## config.mk

```make
export PLATFORM = sky130hd
export DESIGN_NAME = parport_share
export DESIGN_NICKNAME = d
export VERILOG_FILES = /design/src/include/parport_share_pkg.sv /design/src/hw/parport_share.sv
export SDC_FILE = /design/constraint.sdc
export NUM_CORES = 1
export LEC_CHECK = 0
export BUFFER_PORTS_ARGS = -buffer_cell sky130_fd_sc_hd__clkbuf_2
export CORE_UTILIZATION = 56
export DETAILED_ROUTE_END_ITERATION = 8
export GPL_TIMING_DRIVEN = 0
export PLACE_DENSITY = 0.77
export RECOVER_POWER = 50
export SYNTH_ARGS = -nofsm -noshare
export SYNTH_HDL_FRONTEND = slang
export SYNTH_SLANG_ARGS = --single-unit
```

## constraint.sdc

```tcl
create_clock -name clock -period 4.3 [get_ports clock]
set_input_delay 0.43 -clock clock [delete_from_list [all_inputs] [get_ports clock]]
set_output_delay 0.43 -clock clock [all_outputs]
set_load 0.1 [all_outputs]
```

## src/include/parport_share_pkg.sv

```systemverilog
/*
  Constants for the parallel port FIFO service and floppy share block.
  Assumes a 32-bit APB register bus; every register index maps to byte address index*4.
*/
package parport_share_pkg;
  localparam int unsigned ADDR_W     = 12;
  localparam int unsigned FIFO_DEPTH = 16;
  localparam int unsigned LVL_W      = 4;
  localparam int unsigned CNT_W      = 5;
  localparam int unsigned NPIN       = 22;

  // Register indices
  localparam logic [7:0] IDX_CTRL  = 8'h00;
  localparam logic [7:0] IDX_DATA  = 8'h01;
  localparam logic [7:0] IDX_PCTL  = 8'h02;
  localparam logic [7:0] IDX_PSTAT = 8'h03;
  localparam logic [7:0] IDX_FIFO  = 8'h04;
  localparam logic [7:0] IDX_LEVEL = 8'h05;
  localparam logic [7:0] IDX_MODE  = 8'hF1;

  // Block control register fields
  localparam int unsigned CTRL_MASK   = 0;
  localparam int unsigned CTRL_DMA    = 1;
  localparam int unsigned CTRL_DIR    = 2;
  localparam int unsigned CTRL_ECP    = 3;
  localparam int unsigned CTRL_PWR    = 4;
  localparam int unsigned CTRL_LVL    = 8;
  localparam logic [11:0] CTRL_RESET  = 12'h001;

  // Mode register fields
  localparam int unsigned MODE_SINGLE = 0;
  localparam int unsigned MODE_DUAL   = 1;

  // Port control register bits and pin vector order
  localparam int unsigned P_STB  = 0;
  localparam int unsigned P_ALF  = 1;
  localparam int unsigned P_INIT = 2;
  localparam int unsigned P_SLIN = 3;
  localparam int unsigned P_PDIR = 5;
  localparam logic [7:0]  PCTL_NO_CABLE = 8'h04;

  // Port status register: pin vector order and register bit positions
  localparam int unsigned S_ACK  = 0;
  localparam int unsigned S_BUSY = 1;
  localparam int unsigned S_PE   = 2;
  localparam int unsigned S_SLCT = 3;
  localparam int unsigned S_ERR  = 4;
  localparam int unsigned PSTAT_LSB = 3;
  localparam logic [7:0]  PSTAT_NO_CABLE = 8'h88;

  // Floppy core output vector order
  localparam int unsigned F_WDATA = 0;
  localparam int unsigned F_DEN   = 1;
  localparam int unsigned F_HSEL  = 2;
  localparam int unsigned F_WGATE = 3;
  localparam int unsigned F_DIR   = 4;
  localparam int unsigned F_STEP  = 5;
  localparam int unsigned F_DS0   = 6;
  localparam int unsigned F_DS1   = 7;
  localparam int unsigned F_MTR0  = 8;
  localparam int unsigned F_MTR1  = 9;

  // Pin positions inside the synchronised input vector
  localparam int unsigned PIN_PD   = 0;
  localparam int unsigned PIN_CTL  = 8;
  localparam int unsigned PIN_STAT = 12;
  localparam int unsigned PIN_FDD  = 17;
  localparam int unsigned PD_MTR0  = 6;

  typedef enum logic [1:0] {SHARE_OFF, SHARE_SINGLE, SHARE_DUAL} share_t;

  function automatic logic [ADDR_W-1:0] reg_addr(input logic [7:0] idx);
    reg_addr = {2'b00, idx, 2'b00};
  endfunction : reg_addr
endpackage : parport_share_pkg

```

## src/hw/parport_share.sv

```systemverilog
/*
  Parallel port FIFO service request and floppy-on-connector pin sharing, with APB registers.
  Assumes pin inputs are asynchronous, floppy core and FIFO peer signals share clock.
*/
// The implementer's own choice: the APB slave port.
// Functional notes
// - Reverse, mask and DMA clear: interrupt while FIFO holds at least sixteen minus threshold bytes.
// - Forward, mask and DMA clear: interrupt while FIFO holds at most threshold bytes.
// - Mode register selects single-drive (drive 1) or dual-drive (drives 0, 1) sharing.
// - Parallel port function unavailable while any sharing mode is selected.
// - Sharing: DMA ack ignored, interrupt inactive, DMA request low only ECP with DMA.
// - Sharing: data register reads back last written value.
// - Sharing: control reads strobe, autofeed, select-in 0 and init 1.
// - Sharing: status reads busy, paper-end, select 0 and ack, error 1.
// - Sharing routed by drive select: native floppy outputs tri-stated.
// - Sharing: PD0..PD4 feed index, track zero, write protect, read data, disk change.
// - Strobe and PD6 drive drive0 select and motor only in dual-drive mode.
// - Shared floppy signals work regardless of the port power bit.
// - Port on only with power bit set and sharing off.
// - Level field holds threshold minus one, threshold 1 to 16.
// - Threshold 16 behaves as threshold 15.
module parport_share
  import parport_share_pkg::*;
#(
  parameter int unsigned DEPTH = FIFO_DEPTH
) (
  input  wire logic              clock,
  input  wire logic              rst,
  input  wire logic              psel,
  input  wire logic              penable,
  input  wire logic              pwrite,
  input  wire logic [ADDR_W-1:0] paddr,
  input  wire logic [31:0]       pwdata,
  output logic      [31:0]       prdata,
  output logic                   pready,
  output logic                   pslverr,
  input  wire logic [7:0]        pd_in,
  output logic      [7:0]        pd_out,
  output logic      [7:0]        pd_oe,
  input  wire logic [3:0]        ctl_in,
  output logic      [3:0]        ctl_out,
  output logic      [3:0]        ctl_oe,
  input  wire logic [4:0]        stat_in,
  output logic      [4:0]        stat_out,
  output logic      [4:0]        stat_oe,
  input  wire logic [4:0]        native_in_n,
  output logic      [9:0]        native_out,
  output logic                   native_oe,
  input  wire logic [9:0]        fdc_out,
  output logic      [4:0]        fdc_in_n,
  input  wire logic              fdc_port_drive_sel,
  output logic                   floppy_share_mode,
  input  wire logic              port_dma_ack_n,
  output logic                   port_dma_request,
  output logic                   port_dma_request_oe,
  output logic                   port_interrupt,
  output logic                   port_interrupt_oe,
  input  wire logic              periph_wr_valid,
  input  wire logic [7:0]        periph_wr_data,
  output logic                   periph_wr_ready,
  output logic                   periph_rd_valid,
  output logic      [7:0]        periph_rd_data,
  input  wire logic              periph_rd_ready
);

  if (DEPTH != (1 << LVL_W)) begin : g_bad_depth
    $error("parport_share: DEPTH must equal two to the level field width");
  end

  // Register state
  logic [11:0]      ctrl_q;
  logic [1:0]       mode_q;
  logic [7:0]       data_q;
  logic [7:0]       pctl_q;
  logic [31:0]      prdata_q;
  logic             pslverr_q;
  logic             irq_q;
  logic [NPIN-1:0]  pins_raw, filt_q;
  logic [7:0]       mem_q [DEPTH];
  logic [LVL_W-1:0] wptr_q, rptr_q;
  logic [CNT_W-1:0] count_q;

  // Decoded controls
  share_t            share;
  logic              sharing, port_on, dual, mask, dma_en, reverse, ecp;
  logic [LVL_W-1:0]  level;
  logic [CNT_W-1:0]  thr, thr_eff;
  logic              setup, access, wr_acc, rd_acc;
  logic              full, empty, host_push, host_pop, per_push, per_pop;
  logic              irq_d;
  logic [31:0]       rd_mux;
  logic              hit;

  function automatic logic at(input logic [ADDR_W-1:0] a, input logic [7:0] idx);
    at = (a == reg_addr(idx));
  endfunction : at

  assign mask    = ctrl_q[CTRL_MASK];
  assign dma_en  = ctrl_q[CTRL_DMA];
  assign reverse = ctrl_q[CTRL_DIR];
  assign ecp     = ctrl_q[CTRL_ECP];
  assign level   = ctrl_q[CTRL_LVL +: LVL_W];

  always_comb begin
    if (mode_q[MODE_DUAL]) begin
      share = SHARE_DUAL;
    end else if (mode_q[MODE_SINGLE]) begin
      share = SHARE_SINGLE;
    end else begin
      share = SHARE_OFF;
    end
  end

  assign sharing           = (share != SHARE_OFF);
  assign dual              = (share == SHARE_DUAL);
  assign port_on           = !sharing && ctrl_q[CTRL_PWR];
  assign floppy_share_mode = sharing;

  // APB slave, zero wait states
  assign setup   = psel && !penable;
  assign access  = psel && penable;
  assign wr_acc  = access && pwrite;
  assign rd_acc  = access && !pwrite;
  assign pready  = 1'b1;
  assign prdata  = prdata_q;
  assign pslverr = pslverr_q;

  assign hit = at(paddr, IDX_CTRL) || at(paddr, IDX_DATA) || at(paddr, IDX_PCTL) || at(paddr, IDX_PSTAT)
            || at(paddr, IDX_FIFO) || at(paddr, IDX_LEVEL) || at(paddr, IDX_MODE);

  always_comb begin
    rd_mux = 32'h0000_0000;
    unique case (1'b1)
      at(paddr, IDX_CTRL):  rd_mux[11:0] = ctrl_q;
      at(paddr, IDX_MODE):  rd_mux[1:0]  = mode_q;
      at(paddr, IDX_DATA):  rd_mux[7:0]  = (sharing || !pctl_q[P_PDIR]) ? data_q
                                         : filt_q[PIN_PD +: 8];
      at(paddr, IDX_PCTL):  rd_mux[7:0]  = sharing ? PCTL_NO_CABLE : pctl_q;
      at(paddr, IDX_PSTAT): rd_mux[7:0]  = sharing ? PSTAT_NO_CABLE
                                         : {filt_q[PIN_STAT +: 5], 3'b000};
      at(paddr, IDX_FIFO):  rd_mux[7:0]  = mem_q[rptr_q];
      at(paddr, IDX_LEVEL): rd_mux[CNT_W+1:0] = {irq_q, sharing, count_q};
      default:              rd_mux = 32'h0000_0000;
    endcase
  end

  always_ff @(posedge clock or posedge rst) begin
    if (rst) begin
      prdata_q <= 32'h0000_0000;
    end else if (setup) begin
      prdata_q <= pwrite ? 32'h0000_0000 : rd_mux;
    end
  end

  always_ff @(posedge clock or posedge rst) begin
    if (rst) begin
      pslverr_q <= 1'b0;
    end else if (setup) begin
      pslverr_q <= !hit;
    end
  end

  always_ff @(posedge clock or posedge rst) begin
    if (rst) begin
      ctrl_q <= CTRL_RESET;
    end else if (wr_acc && at(paddr, IDX_CTRL)) begin
      ctrl_q <= pwdata[11:0];
    end
  end

  always_ff @(posedge clock or posedge rst) begin
    if (rst) begin
      mode_q <= 2'b00;
    end else if (wr_acc && at(paddr, IDX_MODE)) begin
      mode_q <= pwdata[1:0];
    end
  end

  always_ff @(posedge clock or posedge rst) begin
    if (rst) begin
      data_q <= 8'h00;
    end else if (wr_acc && at(paddr, IDX_DATA)) begin
      data_q <= pwdata[7:0];
    end
  end

  always_ff @(posedge clock or posedge rst) begin
    if (rst) begin
      pctl_q <= PCTL_NO_CABLE;
    end else if (wr_acc && at(paddr, IDX_PCTL)) begin
      pctl_q <= pwdata[7:0];
    end
  end

  // Three-stage input capture; a bit changes once stages two and three agree
  assign pins_raw = {native_in_n, stat_in, ctl_in, pd_in};

  for (genvar i = 0; i < NPIN; i++) begin : g_sync
    logic s1_q, s2_q, s3_q, f_q;

    always_ff @(posedge clock or posedge rst) begin
      if (rst) begin
        s1_q <= 1'b0;
        s2_q <= 1'b0;
        s3_q <= 1'b0;
        f_q  <= 1'b0;
      end else begin
        s1_q <= pins_raw[i];
        s2_q <= s1_q;
        s3_q <= s2_q;
        if (s2_q == s3_q) begin
          f_q <= s3_q;
        end
      end
    end

    assign filt_q[i] = f_q;
  end

  // Transfer FIFO: host writes forward, reads reverse; peer does the opposite
  assign full      = (count_q == CNT_W'(DEPTH));
  assign empty     = (count_q == '0);
  assign host_push = wr_acc && at(paddr, IDX_FIFO) && !reverse && !full && port_on;
  assign host_pop  = rd_acc && at(paddr, IDX_FIFO) && reverse && !empty && port_on;
  assign periph_wr_ready = port_on && reverse && !full;
  assign periph_rd_valid = port_on && !reverse && !empty;
  assign periph_rd_data  = mem_q[rptr_q];
  assign per_push  = periph_wr_valid && periph_wr_ready;
  assign per_pop   = periph_rd_valid && periph_rd_ready;

  always_ff @(posedge clock) begin
    if (host_push) begin
      mem_q[wptr_q] <= pwdata[7:0];
    end else if (per_push) begin
      mem_q[wptr_q] <= periph_wr_data;
    end
  end

  always_ff @(posedge clock or posedge rst) begin
    if (rst) begin
      wptr_q <= '0;
    end else if (!port_on) begin
      wptr_q <= '0;
    end else if (host_push || per_push) begin
      wptr_q <= wptr_q + 1'b1;
    end
  end

  always_ff @(posedge clock or posedge rst) begin
    if (rst) begin
      rptr_q <= '0;
    end else if (!port_on) begin
      rptr_q <= '0;
    end else if (host_pop || per_pop) begin
      rptr_q <= rptr_q + 1'b1;
    end
  end

  always_ff @(posedge clock or posedge rst) begin
    if (rst) begin
      count_q <= '0;
    end else if (!port_on) begin
      count_q <= '0;
    end else begin
      count_q <= count_q + CNT_W'(host_push || per_push) - CNT_W'(host_pop || per_pop);
    end
  end

  // Service request from the fill level
  assign thr     = CNT_W'(level) + 1'b1;
  assign thr_eff = (thr == CNT_W'(DEPTH)) ? CNT_W'(DEPTH - 1) : thr;

  always_comb begin
    irq_d = 1'b0;
    if (port_on && !mask && !dma_en) begin
      if (reverse) begin
        irq_d = (count_q >= CNT_W'(DEPTH) - thr_eff);
      end else begin
        irq_d = (count_q <= thr_eff);
      end
    end
  end

  always_ff @(posedge clock or posedge rst) begin
    if (rst) begin
      irq_q <= 1'b0;
    end else begin
      irq_q <= irq_d;
    end
  end

  // DMA request asks while data can move; acknowledge is ignored while sharing
  always_comb begin
    port_interrupt      = irq_q;
    port_interrupt_oe   = port_on;
    port_dma_request    = 1'b0;
    port_dma_request_oe = 1'b0;
    if (sharing) begin
      port_dma_request_oe = ecp && dma_en;
    end else if (port_on) begin
      port_dma_request_oe = 1'b1;
      port_dma_request    = dma_en && !mask && port_dma_ack_n && (reverse ? !empty : !full);
    end
  end

  // Native floppy pins give way once the connector carries the drive
  assign native_out = fdc_out;
  assign native_oe  = !(sharing && fdc_port_drive_sel);

  assign fdc_in_n = sharing ? filt_q[PIN_PD +: 5] : filt_q[PIN_FDD +: 5];

  // Connector pins
  always_comb begin
    pd_out   = 8'h00;
    pd_oe    = 8'h00;
    ctl_out  = 4'h0;
    ctl_oe   = 4'h0;
    stat_out = 5'h00;
    stat_oe  = 5'h00;
    if (sharing) begin
      stat_out[S_ACK]  = fdc_out[F_DS1];
      stat_out[S_BUSY] = fdc_out[F_MTR1];
      stat_out[S_PE]   = fdc_out[F_WDATA];
      stat_out[S_SLCT] = fdc_out[F_WGATE];
      stat_out[S_ERR]  = fdc_out[F_HSEL];
      stat_oe          = 5'h1F;
      ctl_out[P_ALF]   = fdc_out[F_DEN];
      ctl_out[P_INIT]  = fdc_out[F_DIR];
      ctl_out[P_SLIN]  = fdc_out[F_STEP];
      ctl_out[P_STB]   = fdc_out[F_DS0];
      ctl_oe           = {3'b111, dual};
      pd_out[PD_MTR0]  = fdc_out[F_MTR0];
      pd_oe[PD_MTR0]   = dual;
    end else if (port_on) begin
      pd_out  = data_q;
      pd_oe   = {8{!pctl_q[P_PDIR]}};
      ctl_out = pctl_q[3:0];
      ctl_oe  = 4'hF;
    end
  end

endmodule : parport_share

```

==> results.toml, run 1 <==
[outcome]
outcome = "complete, but fails checks"
violations = "capacitance limit, slew limit"

[timing]
relSlewSlack_pct = -25.4
worstMarginPinSlew_ns = 1.86
period_share_pct = 92.3
rsz0062_at_grt = "no"
final-hold-violation-count = 0
hold_slack_ns = 0.0115
period_needed_ns = 3.97
fmax_ghz = 0.252
clock_skew_ns = 0.0121
finalMaxSlewViolations = 9
setup_viol = 0

[routing]
routed_wl_mm = 26.3
postRouteAntennaNets = 0
dr.pass1.iters = 5
drt_drc_violations_left = 0
viasPerCell = 5.73
drt_iter0_drc = 478
wire_per_inst_um = 20.6
vias = 7316

[power]
power_frac_comb_pct = 6.6
p_leak_nw = 5.48
cell_internal_pwr_w = 0.00411
sw_frac_of_total_pct = 23.0
irDropWorstVdd_v = 0.000384
p_switching_w = 0.00123
pwr_density_cell_nw_per_um2 = 397
p_clk_share_pct = 43.6
power_frac_seq_pct = 49.8

[finish]
layout.cells.most_common = "edfxtp_1"
final_cell_mix = "128 x edfxtp_1, 127 x dfrtp_1, 113 x clkbuf_2, 58 x clkbuf_1, 48 x nand2_1"
multi_input_area_sq_um = 3660
fill_cells = 1363
syn_to_final_growth_pct = 19.0
num_antenna_cells = 0
regArea_sq_um = 7070
stdcell_count = 1277
nets = 1107
drive_above_1_share_pct = 28.0
final_area_sq_um = 13400

[placement]
hpwlAfterDp_mm = 18.4
place_area_sq_um = 12400
place.port_buffers = 143
gp_congestion = 0.957
place_inst = 1213

[die]
die-area_sq_um = 20700
die_h_um = 144
rows = 51
die_w_um = 144
fp.coreArea_sq_um = 19600
ios = 192
initial_core_util_pct = 57.6

[critical_path]
rrSetupSlack_ns = 0.39
cp_max_fo = 10
cp-end-kind = "primary output"
required_ns = 3.87
arrival_ns = 3.54
setup.worst_path.start_class = "flip-flop"
crit_type = "flip-flop to primary output"

[clocking]
clkSinkCount = 257
clkLatencyLatePin_ns = 0.54
cts-root-buf = "clkbuf_16"
cts_resized = 0
path_clk_slew_ns = 0.07
cts_tree = "built"
cts_buffer_depth = 3
cts_htree_levels = 1
numCtsBuffers = 26

[global_route]
grt_max_degree = 101
grt_pass1_vias = 6830
antenna_found_initial = 0
overflow = 0
track_usage_pct = 25.7
grt_pass1_wl_mm = 38.9

[yosys]
synth_area_sq_um = 11300
ys_async_sr_fraction_pct = 50.2
yosys_warnings = 0
synth-seq-cells = 257
synth.distinct_cells = 74
synth-main-ff-cell = "edfxtp_1"
ys_seq_area_share_pct = 62.7
synth_area_per_cell_sq_um = 14.4
synth_cells = 785
synth-edff-count = 128

[flow_run]
drv_cap = 1

[worst_hold_path]
hp-class = "input port to flip-flop"
[Yosys cell counts, drive strengths merged, types with 6 or more instances]
| library cell | count | share of area, % |
|---|---|---|
| dfrtp | 127 | 28 |
| nor2 | 25 | 0.88 |
| nor3 | 11 | 0.53 |
| nand2 | 49 | 1.7 |
| maj3 | 19 | 1.7 |
| edfxtp | 128 | 34 |
| nor4 | 9 | 0.69 |
| a22o | 12 | 0.93 |
| or4 | 6 | 0.47 |
| a221oi | 13 | 1.0 |
| ha | 20 | 2.2 |
| a221o | 7 | 0.62 |
| clkbuf | 18 | 0.60 |
| mux2i | 37 | 3.3 |
| mux2 | 42 | 4.2 |
| buf | 64 | 4.2 |
| inv | 15 | 0.50 |
| o21ai | 20 | 0.89 |
| and3 | 10 | 0.55 |
| nand3 | 10 | 0.49 |
| a22oi | 7 | 0.47 |
| a21oi | 11 | 0.49 |
| mux4 | 20 | 4.0 |
| and2 | 19 | 1.1 |
| nor2b | 6 | 0.33 |
| a21o | 6 | 0.40 |
[logic make-up (layout without fill, tap and decap cells)]
logic type,after synthesis,count (layout),share of synthesized area [%]
mux,99,99,11.5
fa+ha+maj,40,40,4.08
flops,257,257,62.7
other cells,2,21,0.0665
xor+xnor,8,8,0.621
compound gates,111,111,7.36
buf+inv,99,307,5.35
simple gates,169,169,8.39
[state kept, by name, summed over array words and instances, names as in the netlist]
signal and count:
mem_q 128, g_sync.f_q 18, rptr_q 4, g_sync.s1_q 18, ctrl_q 12, data_q 8, pslverr 1, count_q 5
g_sync.s3_q 18, prdata 12, mode_q 2, pctl_q 8, port_interrupt 1, wptr_q 4, g_sync.s2_q 18
[layout make-up]
cell class / count / area share (%)
Clock inverter: 14 / 1.44
Multi-Input combinational cell: 448 / 27.3
Sequential cell: 257 / 52.7
Buffer: 82 / 3.96
Timing Repair Buffer: 161 / 6.52
Inverter: 17 / 0.484
Tap cell: 265 / 2.47
Clock buffer: 33 / 5.19
[through the flow]
stage                     power, W  utilization, %  TNS [ns]  setup slack [ns]
after CTS                  0.00535            68.9         0             0.270
after floorplan            0.00295               -         0             0.432
after detailed placement   0.00305            63.5         0             0.394
final                      0.00533            68.6         0             0.333
after global routing       0.00547            68.6         0             0.211
after global placement     0.00304            63.4   -109.31            -0.870
[routing by layer]
layer  GRT usage, %  up-vias  share of wire (%)
li1               -     3312                  -
met1           36.6     3688                 43
met2           41.4      284                 48
met3           4.74       32                7.1
met4           5.66        0                1.8
met5              0        -                  0
[repair_timing]
action                    in CTS  in global routing
hold buffers                  17                  0
setup buffers                  0                  0
hold endpoints to repair      45                  0
[power by group through the flow]
stage          clock, W  combinational (W)  sequential, W
6_report        0.00233           0.000352        0.00265
5_1_grt         0.00244           0.000373        0.00266
4_1_cts         0.00234           0.000356        0.00265
3_5_place_dp          0           0.000343        0.00270
3_3_place_gp          0           0.000336        0.00270
2_1_floorplan         0           0.000251        0.00270
[critical path: stages (launching register included)]
cell and delay [ns]:
dfrtp_1 0.36, clkbuf_1 0.20, or3b_1 0.51, inv_1 0.10, clkbuf_1 0.51, clkbuf_1 0.57
and2_1 0.27, clkbuf_2 0.47
[path summary, 6_finish.rpt]
path / startpoint / endpoint / depth (start not counted)
setup reg to reg: mode_q[1] / count_q[4] / 14
max in group asynchronous: rst / ctrl_q[0] / 4
min in group asynchronous: rst / wptr_q[3] / 3
hold / removal: pd_in[0] / g_sync[0].s1_q / 1
hold reg to reg: g_sync[7].s1_q / g_sync[7].s2_q / 0
setup / recovery: mode_q[1] / pd_out[4] / 7
(Power assumes the default switching activity.)
==> run 2, diff against run 1 <==
--- a/config.mk
+++ b/config.mk
@@ -9,8 +9,9 @@
 export CORE_UTILIZATION = 56
 export DETAILED_ROUTE_END_ITERATION = 8
 export GPL_TIMING_DRIVEN = 0
-export PLACE_DENSITY = 0.77
+export PLACE_DENSITY_LB_ADDON = 0.2
 export RECOVER_POWER = 50
+export SETUP_SLACK_MARGIN = 0.05
 export SYNTH_ARGS = -nofsm -noshare
 export SYNTH_HDL_FRONTEND = slang
 export SYNTH_SLANG_ARGS = --single-unit
==> run 2 against run 1 <==
  * The run still ends with capacitance limit, slew limit left
  * Wire length increased by 0.73%
  * Highest routed layer unchanged
  * Hold slack improved by 0.0014 ns
  * Final cell count decreased by 1.3%
  * Non-clock buffer count decreased by 16
==> results.toml, run 2 (same netlist as run 1, synthesis figures left out) <==
[outcome]
outcome = "complete, but fails checks"
violations = "capacitance limit, slew limit"

[critical_path]
cp_max_fo = 10
cp-end-kind = "flip-flop"
r2r-start = "mode_q[1]"
required_ns = 4.74
slowest_delay_ns = 0.63
crit_chain = "clkbuf_1, or3b_1, a41oi_1, and2_4, buf_6, inv_1, ha_1, inv_1, ha_1, fa_1, a21oi_1, nor2_1, or3_1, a21oi_1"
critPathSlowestCell = "a41oi_1"
arrival_ns = 4.41
crit_family = "simple AND/OR/NAND/NOR gates"
crit_start = "mode_q[1]"
cp.buffers_inverters = 4
crit_type = "flip-flop to flip-flop"
setup.worst_path.start_class = "flip-flop"

[placement]
place_area_sq_um = 12400
gp_congestion = 0.909
hpwlAfterDp_mm = 18.8
place.port_buffers = 143
place_inst = 1213

[global_route]
grt_pass1_vias = 6902
overflow = 0
top_usage_layer = "met2"
grt_pass1_wl_mm = 39.8
track_usage_pct = 26.2
antenna_found_initial = 0
grt.met1_usage_pct = 37.7
grt_max_degree = 81
met2_usage_pct = 42.0
grtUsageMet3_pct = 4.70

[timing]
clock_skew_ns = 0.00693
final-hold-violation-count = 0
fmax_ghz = 0.251
worstMarginPinSlew_ns = 2.13
finalMaxSlewViolations = 59
setup_viol = 0
period_needed_ns = 3.98
rsz0062_at_grt = "no"
period_share_pct = 92.5
relSlewSlack_pct = -43.0

[power]
sw_frac_of_total_pct = 23.1
irDropWorstVdd_v = 0.000309
power_frac_comb_pct = 6.6
cell_internal_pwr_w = 0.00395
p_clk_share_pct = 41.7
p_leak_nw = 5.39
p_switching_w = 0.00119
power_frac_seq_pct = 51.7
pwr_density_cell_nw_per_um2 = 389

[routing]
drt_iter0_drc = 518
vias = 7203
dr.pass1.iters = 5
drt_drc_violations_left = 0
routed_wl_mm = 26.5
viasPerCell = 5.72
wire_per_inst_um = 21.0
postRouteAntennaNets = 0

[finish]
syn_to_final_growth_pct = 16.8
drive_above_1_share_pct = 28.5
layout.cells.most_common = "edfxtp_1"
largest_reg_flops = 128
num_antenna_cells = 0
stdcell_count = 1260
nets = 1090
final_area_sq_um = 13200
regMostFlops = "mem_q"
final_cell_mix = "128 x edfxtp_1, 127 x dfrtp_1, 113 x clkbuf_2, 57 x clkbuf_1, 48 x nand2_1"
fin_util_pct = 67.3

[die]
die_h_um = 144
initial_core_util_pct = 57.6
fp.coreArea_sq_um = 19600
die-area_sq_um = 20700
ios = 192
rows = 51
die_w_um = 144

[clocking]
path_clk_slew_ns = 0.07
cts-root-buf = "clkbuf_16"
numCtsBuffers = 25
cts_tree = "built"
cts_hold_buf = 1
post_cts_buffers = 0
clkLatencyLatePin_ns = 0.52
cts_buffer_depth = 3
clkSinkCount = 257
cts_htree_levels = 1
cts_resized = 0

[flow_run]
drv_cap = 2

[worst_hold_path]
min_from = "native_in_n[4]"
hp-class = "input port to flip-flop"
==> run 2: changes by cell type in the layout (fill, tap and decap cells not counted), sizes merged <==
cell / previous run / this run
inv: 14 / 15
clkinvlp: 2 / 3
clkbuf: 199 / 198
bufinv: 4 / 2
dlygate4sd3: 17 / 1
==> run 2: power by group through the flow <==
stage / combinational (W) / sequential (W) / clock [W]
global route: 0.000361 / 0.00266 / 0.00226
CTS: 0.000345 / 0.00265 / 0.00216
global placement: 0.000337 / 0.00270 / 0
finish: 0.000340 / 0.00265 / 0.00214
floorplan: 0.000251 / 0.00270 / 0
detailed placement: 0.000344 / 0.00270 / 0
==> run 2: area by class of cell <==
type | instances | area [sq um]
sequential | 257 | 7070
fill | 1422 | 6400
multi-input combinational | 448 | 3660
timing repair buffer | 145 | 716
clock buffer | 32 | 682
buffer | 82 | 532
tap | 265 | 332
clock inverter | 14 | 124
inverter | 17 | 65.1
==> run 2: final timing paths <==
kind,endpoint,slack [ns],cells after the start
max,count_q[4],0.32,14
min,g_sync[21].s1_q,0.01,1
max reg2reg,count_q[4],0.32,14
min reg2reg,g_sync[0].s2_q,0.35,0
max in group asynchronous,pctl_q[2],2.17,4
min in group asynchronous,g_sync[13].s1_q,1.01,3
==> run 2: per-layer routing <==
metal / vias up / part of all wire [%]
met5: - / 0
met4: 0 / 1.6
met3: 40 / 7.0
met2: 297 / 48
met1: 3587 / 44
li1: 3279 / -
==> run 2: stage by stage <==
step,setup slack [ns],setup TNS [ns],total power [W],hold slack [ns]
2_1_floorplan,0.432,0,0.00295,0.331
3_3_place_gp,-0.917,-115.21,0.00304,0.331
3_5_place_dp,0.362,0,0.00305,0.335
4_1_cts,0.337,0,0.00516,0.0000178
5_1_grt,0.0772,0,0.00528,0.00376
6_report,0.324,0,0.00513,0.0129
